===== src/rtl/fbo_pkg.sv =====
// Shared constants and types for the parallel flash bus host controller
package fbo_pkg;

  ////////////////////////////////////////////////////////////////////////////
  // Widths
  localparam int ADDR_W = 17;            // Word address pins
  localparam int UADDR_W = 18;           // User byte address
  localparam int DATA_W = 16;            // Full data bus
  localparam int CNT_W = 4;              // Timing counter width

  ////////////////////////////////////////////////////////////////////////////
  // Address bit positions used by sector protect writes
  localparam int ADDR_BIT_SIX = 6;
  localparam int ADDR_BIT_ONE = 1;
  localparam int ADDR_BIT_ZERO = 0;
  localparam int TOP_BIT = 15;           // Top data pin index

  ////////////////////////////////////////////////////////////////////////////
  // Timing, in nanoseconds, and derived cycle counts at the system clock
  localparam int CLK_PERIOD_NS = 40;     // 25 MHz clock
  localparam int TACC_NS = 120;          // Read access time allowed
  localparam int TWP_NS = 50;            // Write strobe low time
  localparam int TRP_NS = 500;           // Reset pin low time
  localparam int TRH_NS = 50;            // Recovery after reset release
  localparam int TVID_NS = 500;          // Settle time of the high voltage
  localparam int SYNC_LAT = 4;           // Pin synchroniser latency in cycles

  // Least times round up to whole cycles
  localparam logic [CNT_W-1:0] TACC_CYC =
    CNT_W'((TACC_NS + CLK_PERIOD_NS - 1) / CLK_PERIOD_NS + SYNC_LAT);
  localparam logic [CNT_W-1:0] TWP_CYC =
    CNT_W'((TWP_NS + CLK_PERIOD_NS - 1) / CLK_PERIOD_NS);
  localparam logic [CNT_W-1:0] TRP_CYC =
    CNT_W'((TRP_NS + CLK_PERIOD_NS - 1) / CLK_PERIOD_NS);
  localparam logic [CNT_W-1:0] TRH_CYC =
    CNT_W'((TRH_NS + CLK_PERIOD_NS - 1) / CLK_PERIOD_NS);
  localparam logic [CNT_W-1:0] TVID_CYC =
    CNT_W'((TVID_NS + CLK_PERIOD_NS - 1) / CLK_PERIOD_NS);
  localparam logic [CNT_W-1:0] CNT_ZERO = 4'h0;

  ////////////////////////////////////////////////////////////////////////////
  // User operations
  typedef enum logic [2:0] {
    OP_READ = 3'h0,
    OP_WRITE = 3'h1,
    OP_RESET = 3'h2,
    OP_PROTECT = 3'h3,
    OP_UNPROTECT = 3'h4,
    OP_TEMP_ON = 3'h5,
    OP_TEMP_OFF = 3'h6
  } fbo_op_t;

  // Sequencer states
  typedef enum logic [3:0] {
    ST_IDLE = 4'h0,
    ST_RD_WAIT = 4'h1,
    ST_WR_SETUP = 4'h2,
    ST_WR_PULSE = 4'h3,
    ST_WR_HOLD = 4'h4,
    ST_RST_LOW = 4'h5,
    ST_RST_REC = 4'h6,
    ST_VID_RISE = 4'h7,
    ST_FINISH = 4'h8
  } fbo_state_t;

endpackage : fbo_pkg


===== src/rtl/fbo_flash_host.sv =====
// Host-side controller that drives a parallel flash through its bus pins
`timescale 1ns/1ps
module fbo_flash_host (
  // Clock and reset
  input wire logic clk,
  input wire logic resetn,
  // User command port
  input wire logic cmdValid,
  output logic cmdReady,
  input wire fbo_pkg::fbo_op_t cmdOp,
  input wire logic cmdWordMode,
  input wire logic [fbo_pkg::UADDR_W-1:0] cmdAddr,
  input wire logic [fbo_pkg::DATA_W-1:0] cmdData,
  output logic cmdDone,
  output logic [fbo_pkg::DATA_W-1:0] cmdRdata,
  // Flash control pins
  output logic flashCeN,
  output logic flashOeN,
  output logic flashWeN,
  output logic flashResetN,
  output logic highVoltageLevel,
  output logic flashByteN,
  output logic [fbo_pkg::ADDR_W-1:0] wordAddressBus,
  // Flash data pins
  output logic [7:0] lowDataLaneO,
  output logic lowDataLaneOe,
  input wire logic [7:0] lowDataLaneI,
  output logic [6:0] highDataLaneO,
  output logic highDataLaneOe,
  input wire logic [6:0] highDataLaneI,
  output logic topDataOrLowAddrO,
  output logic topDataOrLowAddrOe,
  input wire logic topDataOrLowAddrI
);

  ////////////////////////////////////////////////////////////////////////////
  // State record
  typedef struct packed {
    fbo_pkg::fbo_state_t st;                 // Sequencer state
    logic [fbo_pkg::CNT_W-1:0] cnt;          // Timing counter
    logic ceN, oeN, weN, rstN, vidEn, byteN; // Control pins
    logic [fbo_pkg::ADDR_W-1:0] addr;        // Address pins
    logic [fbo_pkg::DATA_W-1:0] dq;          // Data pins out
    logic lowOe, highOe, topOe;              // Lane enables
    logic tempUnp;                           // Temporary unprotect held
    logic prot;                              // Current write is a protect write
    logic ready, done;                       // Handshake
    logic [fbo_pkg::DATA_W-1:0] rdata;       // Read result
  } fbo_regs_t;

  // Reset image: standby, width select high, nothing driven
  localparam fbo_regs_t REGS_RESET = '{
    st: fbo_pkg::ST_IDLE, cnt: 4'h0, ceN: 1'b1, oeN: 1'b1, weN: 1'b1,
    rstN: 1'b1, vidEn: 1'b0, byteN: 1'b1, addr: 17'h00000, dq: 16'h0000,
    lowOe: 1'b0, highOe: 1'b0, topOe: 1'b0, tempUnp: 1'b0, prot: 1'b0,
    ready: 1'b1, done: 1'b0, rdata: 16'h0000};

  fbo_regs_t r_ff;   // Registered state
  fbo_regs_t nxt_r;  // Next state
  logic [fbo_pkg::DATA_W-1:0] pinSettled; // Synchronised data pins

  ////////////////////////////////////////////////////////////////////////////
  // Word address from the user address; byte mode drops the low bit
  function automatic logic [fbo_pkg::ADDR_W-1:0] pinAddr(
    input logic [fbo_pkg::UADDR_W-1:0] a, input logic wordMode);
    pinAddr = wordMode ? a[fbo_pkg::ADDR_W-1:0] : a[fbo_pkg::UADDR_W-1:1];
  endfunction : pinAddr

  ////////////////////////////////////////////////////////////////////////////
  // Data pins pass the synchroniser before use
  fbo_pin_sync u_sync (
    .clk(clk),
    .resetn(resetn),
    .pinIn({topDataOrLowAddrI, highDataLaneI, lowDataLaneI}),
    .pinSettled(pinSettled)
  );

  ////////////////////////////////////////////////////////////////////////////
  // Sequencer
  always_comb begin
    nxt_r = r_ff;
    nxt_r.done = 1'b0;
    case (r_ff.st)
      fbo_pkg::ST_IDLE: begin
        if (cmdValid) begin
          nxt_r.ready = 1'b0;
          nxt_r.prot = 1'b0;
          nxt_r.byteN = cmdWordMode;
          nxt_r.addr = pinAddr(cmdAddr, cmdWordMode);
          nxt_r.dq = cmdData;
          // Byte mode: top pin carries the low address bit, driven whenever the flash is selected
          if (!cmdWordMode) begin
            nxt_r.dq[fbo_pkg::TOP_BIT] = cmdAddr[0];
          end
          case (cmdOp)
            fbo_pkg::OP_READ: begin
              // Flash drives data; we keep data lanes released
              nxt_r.ceN = 1'b0;
              nxt_r.oeN = 1'b0;
              nxt_r.topOe = !cmdWordMode;
              nxt_r.cnt = fbo_pkg::TACC_CYC;
              nxt_r.st = fbo_pkg::ST_RD_WAIT;
            end
            fbo_pkg::OP_WRITE: begin
              // Command, program data, erase and fast program cycles alike
              nxt_r.st = fbo_pkg::ST_WR_SETUP;
            end
            fbo_pkg::OP_PROTECT, fbo_pkg::OP_UNPROTECT: begin
              nxt_r.prot = 1'b1;
              nxt_r.vidEn = 1'b1;
              nxt_r.addr[fbo_pkg::ADDR_BIT_SIX] = (cmdOp == fbo_pkg::OP_UNPROTECT);
              nxt_r.addr[fbo_pkg::ADDR_BIT_ONE] = 1'b1;
              nxt_r.addr[fbo_pkg::ADDR_BIT_ZERO] = 1'b0;
              nxt_r.cnt = fbo_pkg::TVID_CYC;
              nxt_r.st = fbo_pkg::ST_VID_RISE;
            end
            fbo_pkg::OP_RESET: begin
              nxt_r.rstN = 1'b0;
              nxt_r.vidEn = 1'b0;
              nxt_r.cnt = fbo_pkg::TRP_CYC;
              nxt_r.st = fbo_pkg::ST_RST_LOW;
            end
            fbo_pkg::OP_TEMP_ON: begin
              nxt_r.vidEn = 1'b1;
              nxt_r.tempUnp = 1'b1;
              nxt_r.st = fbo_pkg::ST_FINISH;
            end
            default: begin
              nxt_r.vidEn = 1'b0;
              nxt_r.tempUnp = 1'b0;
              nxt_r.st = fbo_pkg::ST_FINISH;
            end
          endcase
        end
      end
      fbo_pkg::ST_RD_WAIT: begin
        // Wait access time plus synchroniser latency, then sample
        if (r_ff.cnt == fbo_pkg::CNT_ZERO) begin
          nxt_r.rdata = r_ff.byteN ? pinSettled : {8'h00, pinSettled[7:0]};
          nxt_r.oeN = 1'b1;
          nxt_r.ceN = 1'b1;
          nxt_r.topOe = 1'b0;
          nxt_r.st = fbo_pkg::ST_FINISH;
        end else begin
          nxt_r.cnt = r_ff.cnt - 4'h1;
        end
      end
      fbo_pkg::ST_VID_RISE: begin
        // Let the high voltage settle before the protect write
        if (r_ff.cnt == fbo_pkg::CNT_ZERO) begin
          nxt_r.st = fbo_pkg::ST_WR_SETUP;
        end else begin
          nxt_r.cnt = r_ff.cnt - 4'h1;
        end
      end
      fbo_pkg::ST_WR_SETUP: begin
        // Select, strobe and data start together; address and data are already steady
        nxt_r.ceN = 1'b0;
        nxt_r.lowOe = 1'b1;
        nxt_r.highOe = r_ff.byteN;
        nxt_r.topOe = 1'b1;
        nxt_r.weN = 1'b0;
        nxt_r.cnt = fbo_pkg::TWP_CYC;
        nxt_r.st = fbo_pkg::ST_WR_PULSE;
      end
      fbo_pkg::ST_WR_PULSE: begin
        // Strobe rises first, so data is latched before select rises
        if (r_ff.cnt == fbo_pkg::CNT_ZERO) begin
          nxt_r.weN = 1'b1;
          nxt_r.st = fbo_pkg::ST_WR_HOLD;
        end else begin
          nxt_r.cnt = r_ff.cnt - 4'h1;
        end
      end
      fbo_pkg::ST_WR_HOLD: begin
        nxt_r.ceN = 1'b1;
        nxt_r.lowOe = 1'b0;
        nxt_r.highOe = 1'b0;
        nxt_r.topOe = 1'b0;
        nxt_r.vidEn = r_ff.tempUnp; // Protect voltage drops unless held
        nxt_r.st = fbo_pkg::ST_FINISH;
      end
      fbo_pkg::ST_RST_LOW: begin
        if (r_ff.cnt == fbo_pkg::CNT_ZERO) begin
          nxt_r.rstN = 1'b1;
          nxt_r.cnt = fbo_pkg::TRH_CYC;
          nxt_r.st = fbo_pkg::ST_RST_REC;
        end else begin
          nxt_r.cnt = r_ff.cnt - 4'h1;
        end
      end
      fbo_pkg::ST_RST_REC: begin
        // No bus cycle until the flash has recovered
        if (r_ff.cnt == fbo_pkg::CNT_ZERO) begin
          nxt_r.vidEn = r_ff.tempUnp;
          nxt_r.st = fbo_pkg::ST_FINISH;
        end else begin
          nxt_r.cnt = r_ff.cnt - 4'h1;
        end
      end
      fbo_pkg::ST_FINISH: begin
        nxt_r.done = 1'b1;
        nxt_r.ready = 1'b1;
        nxt_r.st = fbo_pkg::ST_IDLE;
      end
      default: begin
        nxt_r = REGS_RESET;
      end
    endcase
  end

  ////////////////////////////////////////////////////////////////////////////
  // State register
  always_ff @(posedge clk or negedge resetn) begin
    if (!resetn) begin
      r_ff <= REGS_RESET;
    end else begin
      r_ff <= nxt_r;
    end
  end

  ////////////////////////////////////////////////////////////////////////////
  // Outputs straight from the state register
  assign cmdReady = r_ff.ready;
  assign cmdDone = r_ff.done;
  assign cmdRdata = r_ff.rdata;
  assign flashCeN = r_ff.ceN;
  assign flashOeN = r_ff.oeN;
  assign flashWeN = r_ff.weN;
  assign flashResetN = r_ff.rstN;
  assign highVoltageLevel = r_ff.vidEn;
  assign flashByteN = r_ff.byteN;
  assign wordAddressBus = r_ff.addr;
  assign lowDataLaneO = r_ff.dq[7:0];
  assign lowDataLaneOe = r_ff.lowOe;
  assign highDataLaneO = r_ff.dq[14:8];
  assign highDataLaneOe = r_ff.highOe;
  assign topDataOrLowAddrO = r_ff.dq[fbo_pkg::TOP_BIT];
  assign topDataOrLowAddrOe = r_ff.topOe;
endmodule : fbo_flash_host


===== src/rtl/fbo_pin_sync.sv =====
// Three-stage synchroniser for the data pins read back from the flash
`timescale 1ns/1ps
module fbo_pin_sync (
  // Clock and reset
  input wire logic clk,
  input wire logic resetn,
  // Raw pins and settled value
  input wire logic [fbo_pkg::DATA_W-1:0] pinIn,
  output logic [fbo_pkg::DATA_W-1:0] pinSettled
);

  ////////////////////////////////////////////////////////////////////////////
  // One chain per bit; a bit changes once stages two and three agree
  genvar i;
  generate
    for (i = 0; i < fbo_pkg::DATA_W; i++) begin : g_bit
      logic s1_ff;  // Metastability catcher, read only by s2
      logic s2_ff;  // Second stage
      logic s3_ff;  // Third stage
      logic out_ff; // Settled output
      // Shift chain and agreement filter
      always_ff @(posedge clk or negedge resetn) begin
        if (!resetn) begin
          s1_ff <= 1'b0;
          s2_ff <= 1'b0;
          s3_ff <= 1'b0;
          out_ff <= 1'b0;
        end else begin
          s1_ff <= pinIn[i];
          s2_ff <= s1_ff;
          s3_ff <= s2_ff;
          if (s2_ff == s3_ff) begin
            out_ff <= s3_ff;
          end
        end
      end
      assign pinSettled[i] = out_ff;
    end
  endgenerate

endmodule : fbo_pin_sync


===== config.mk =====
export PLATFORM = sky130hd
export DESIGN_NAME = fbo_flash_host
export DESIGN_NICKNAME = d
export VERILOG_FILES = /design/src/rtl/fbo_pkg.sv /design/src/rtl/fbo_flash_host.sv /design/src/rtl/fbo_pin_sync.sv
export SDC_FILE = /design/constraint.sdc
export NUM_CORES = 1
export LEC_CHECK = 0
export BUFFER_PORTS_ARGS = -buffer_cell sky130_fd_sc_hd__clkbuf_2
export CAP_MARGIN = 20
export CORE_AREA = 10 10 115 117
export DETAILED_ROUTE_END_ITERATION = 10
export DIE_AREA = 0 0 125 127
export MAX_ROUTING_LAYER = met4
export PLACE_DENSITY = 0.78
export SLEW_MARGIN = 40
export SYNTH_ARGS = -nofsm -noshare
export SYNTH_HDL_FRONTEND = slang
export SYNTH_SLANG_ARGS = --single-unit
export TNS_END_PERCENT = 20

===== constraint.sdc =====
create_clock -name clk -period 2.2 [get_ports clk]
set_input_delay 0.44 -clock clk [delete_from_list [all_inputs] [get_ports clk]]
set_output_delay 0.44 -clock clk [all_outputs]
set_load 0.005 [all_outputs]

==> reports/metrics.yaml <==
outcome: "finished with violations"
violations: "negative hold slack"
cts_buffer_depth: 2
ir_drop_mv: 0.683
antenna_found_initial: 0
fin_cells: 739
syn_nets: 561
power.density_mw_per_mm2: 1420
cp.arrival_ps: 2400
core-area_sq_mm: 0.0111
drc: 0
cpLargestDelayFamily: "simple AND/OR/NAND/NOR gates"
grt_pass1_vias: 4123
viasPerCell: 5.28
route.vias.total: 3905
clock_latency_ps: 410
critPathSlowestCell: "or4b_4"
cp_cell_sequence: "inv_1 -> ha_2 -> or4b_4 -> o21a_4 -> nor2_8 -> buf_12 -> mux2i_1"
netlist.area_leader.share_pct: 54.3
dieWidth_um: 125
cts_max_level: 4
grt_max_degree: 61
end_kind: "flop"
synth_edf_count: 0
clk_pin_slew_ps: 60
cts_sinks: 133
rows: 39
numCtsBuffers: 17
drt-wirelength-per-cell_um: 16.9
yosys.area.top_type: "dfrtp_1"
max_freq_ghz: 0.483
postRouteAntennaNets: 0
slew_headroom_pct: 50.3
drt_iter0_drc: 253
fillCellCount: 858
cp.required_ps: 2530
synthFlopType: "dfrtp_1"
initial_core_util_pct: 52.6
track_usage_pct: 16.2
cts_root_buf: "clkbuf_16"
worstPathBufferInverterCount: 2
maxSlewViolCount: 0
finalCritPeriodShare_pct: 94.0
drive_gt1_share_pct: 34.6
num_antenna_cells: 0
syn_avg_cell_area_sq_um: 11.6
cp_max_fo: 16
worstMarginPinSlew_ps: 745
grt_pass1_wl_um: 20500
synth_cell_types: 60
start_kind: "flop"
period_needed_ps: 2070
drv_cap: 0
hold_violations: 5
holdWs_ps: -4.50
ys_seq_area_share_pct: 57.0
globalplace.congestion: 0.915
synth.ff_latch_count: 133
cellLeakagePower_nw: 3.32
syn2layout_area_growth_pct: 17.5
dieHeight_um: 127
dp.cells: 706
rsz0062_at_grt: "no"
setup_viol_count_final: 0
tns_ps: 0
hold_class: "input port to async pin"
critPathMaxStageDelay_ps: 510
holdBufCountCts: 0
first_pass_iters: 5
fin_nets: 641
globalRoute.totalOverflow: 0
dpl.hpwl_um: 9060
finalClockSkew_ps: 9.25
syn_inst: 503
wirelength_um: 12500
worst-setup-path-type: "flop to flop"
cts_tree: "done"
syn_area_sq_mm: 0.00585
async_flop_share_pct: 100
ios: 117
fp.dieArea_sq_mm: 0.0159
synth_warnings: 0
io_buffers: 116
synth_area_leaders: "dfrtp_1 54%, buf_4 6.4%, mux2i_1 6.0%, nand2_1 4.9%, o31ai_2 3.0%"
## registers in the layout (all words and copies together) (netlist names), 7 cells and up
name and cells:
u_sync.g_bit.s1_ff 16, highDataLaneO 7, wordAddressBus 17, u_sync.g_bit.s3_ff 16, u_sync.g_bit.s2_ff 16, u_sync.g_bit.out_ff 16
cmdRdata 16, r_ff 9, lowDataLaneO 8
## cells by family after synthesis
family                   count (synthesis)  share of synthesized area (%)
AND/OR/NAND/NOR                        135                           11.6
flip-flops                             133                           57.0
buffers and inverters                   99                           10.5
AO/OA/AOI/OAI                           79                           11.0
multiplexers                            40                           6.95
adder cells (fa/ha/maj)                 17                           2.95
## per-layer routing
layer	routed length (um)	track usage (%)	share of wire (%)
met5	0	-	0
met1	5170	19.0	41
met3	653	4.14	5.2
met2	6390	26.1	51
met4	283	6.98	2.3
## cell usage after synthesis (2+ instances only)
library cell / count
buf_2: 13
mux2_2: 5
o21a_1: 2
a21bo_2: 2
nand2b_1: 6
dfstp_2: 6
nor3_1: 4
or3_1: 2
nor2_1: 10
o211ai_1: 2
nand3_1: 17
o31ai_2: 14
a211o_1: 2
mux2i_1: 35
a21oi_1: 11
nor2b_1: 3
inv_1: 24
a22oi_1: 2
o32ai_1: 2
nand2_1: 77
o21ai_0: 14
a221oi_1: 2
maj3_1: 16
buf_6: 5
a221o_1: 2
a211oi_1: 2
nor3b_1: 2
a2bb2oi_1: 3
dfrtp_1: 127
a22o_1: 2
buf_4: 50
o31ai_1: 3
a21o_1: 4
clkbuf_1: 6
## final timing paths
kind	start	to	slack, ps	cells past startpoint
setup / recovery	r_ff[62]	cmdRdata[6]	130	7
setup reg to reg	r_ff[62]	cmdRdata[6]	130	7
min in group clk	lowDataLaneI[7]	u_sync.g_bit[7].s1_ff	130	1
hold / removal	resetn	u_sync.g_bit[10].s1_ff	-5	1
hold reg to reg	u_sync.g_bit[14].s1_ff	u_sync.g_bit[14].s2_ff	350	0
max in group asynchronous	resetn	flashResetN	1530	2
## cells in the final DEF, fill, tap and decap left out, drive strengths merged, types with 5 or more instances in the layout
cell / netlist / layout
nand2b: 6 / 6
clkinv: 0 / 6
buf: 69 / 21
a21oi: 12 / 12
maj3: 16 / 16
dfstp: 6 / 6
o31ai: 17 / 17
clkbuf: 6 / 133
inv: 24 / 29
nand2: 77 / 77
mux2: 5 / 5
nor2: 11 / 11
mux2i: 35 / 35
nand3: 17 / 17
o21ai: 15 / 15
nor3: 5 / 5
dfrtp: 127 / 127
## per-stage QoR
step	utilization (%)	hold WS (ps)	setup slack (ps)	total power, mW	area, sq um
2_1_floorplan	-	144	250	6.29	5850
3_3_place_gp	56.4	332	145	6.93	6270
3_5_place_dp	56.4	335	58.3	7.03	6270
4_1_cts	61.5	14.0	42.1	9.78	6850
5_1_grt	61.7	23.0	11.7	10.4	6870
6_report	61.7	-4.50	131	9.72	6870
## where the power goes
part | internal, mW | leakage (nW) | total (mW) | switching [mW]
Sequential | 3.11 | 1.65 | 3.49 | 0.378
Clock | 1.59 | 0.277 | 2.70 | 1.12
Combinational | 1.52 | 1.39 | 3.53 | 2.00
## area by class of cell
cell class / instances / area (sq um) / share of cell area, %
flip-flops and latches: 133 / 3340 / 48.6
multi-input cells: 271 / 1900 / 27.7
repair buffers: 136 / 787 / 11.5
clock buffers: 18 / 429 / 6.25
well taps: 143 / 179 / 2.60
clock inverters: 14 / 145 / 2.11
inverters: 24 / 90.1 / 1.31
## repair_timing
action,CTS,global route
setup buffers,0,1
gates resized for setup,0,1
setup endpoints to repair,0,17
Note: power is estimated with default switching activity, not from simulation.
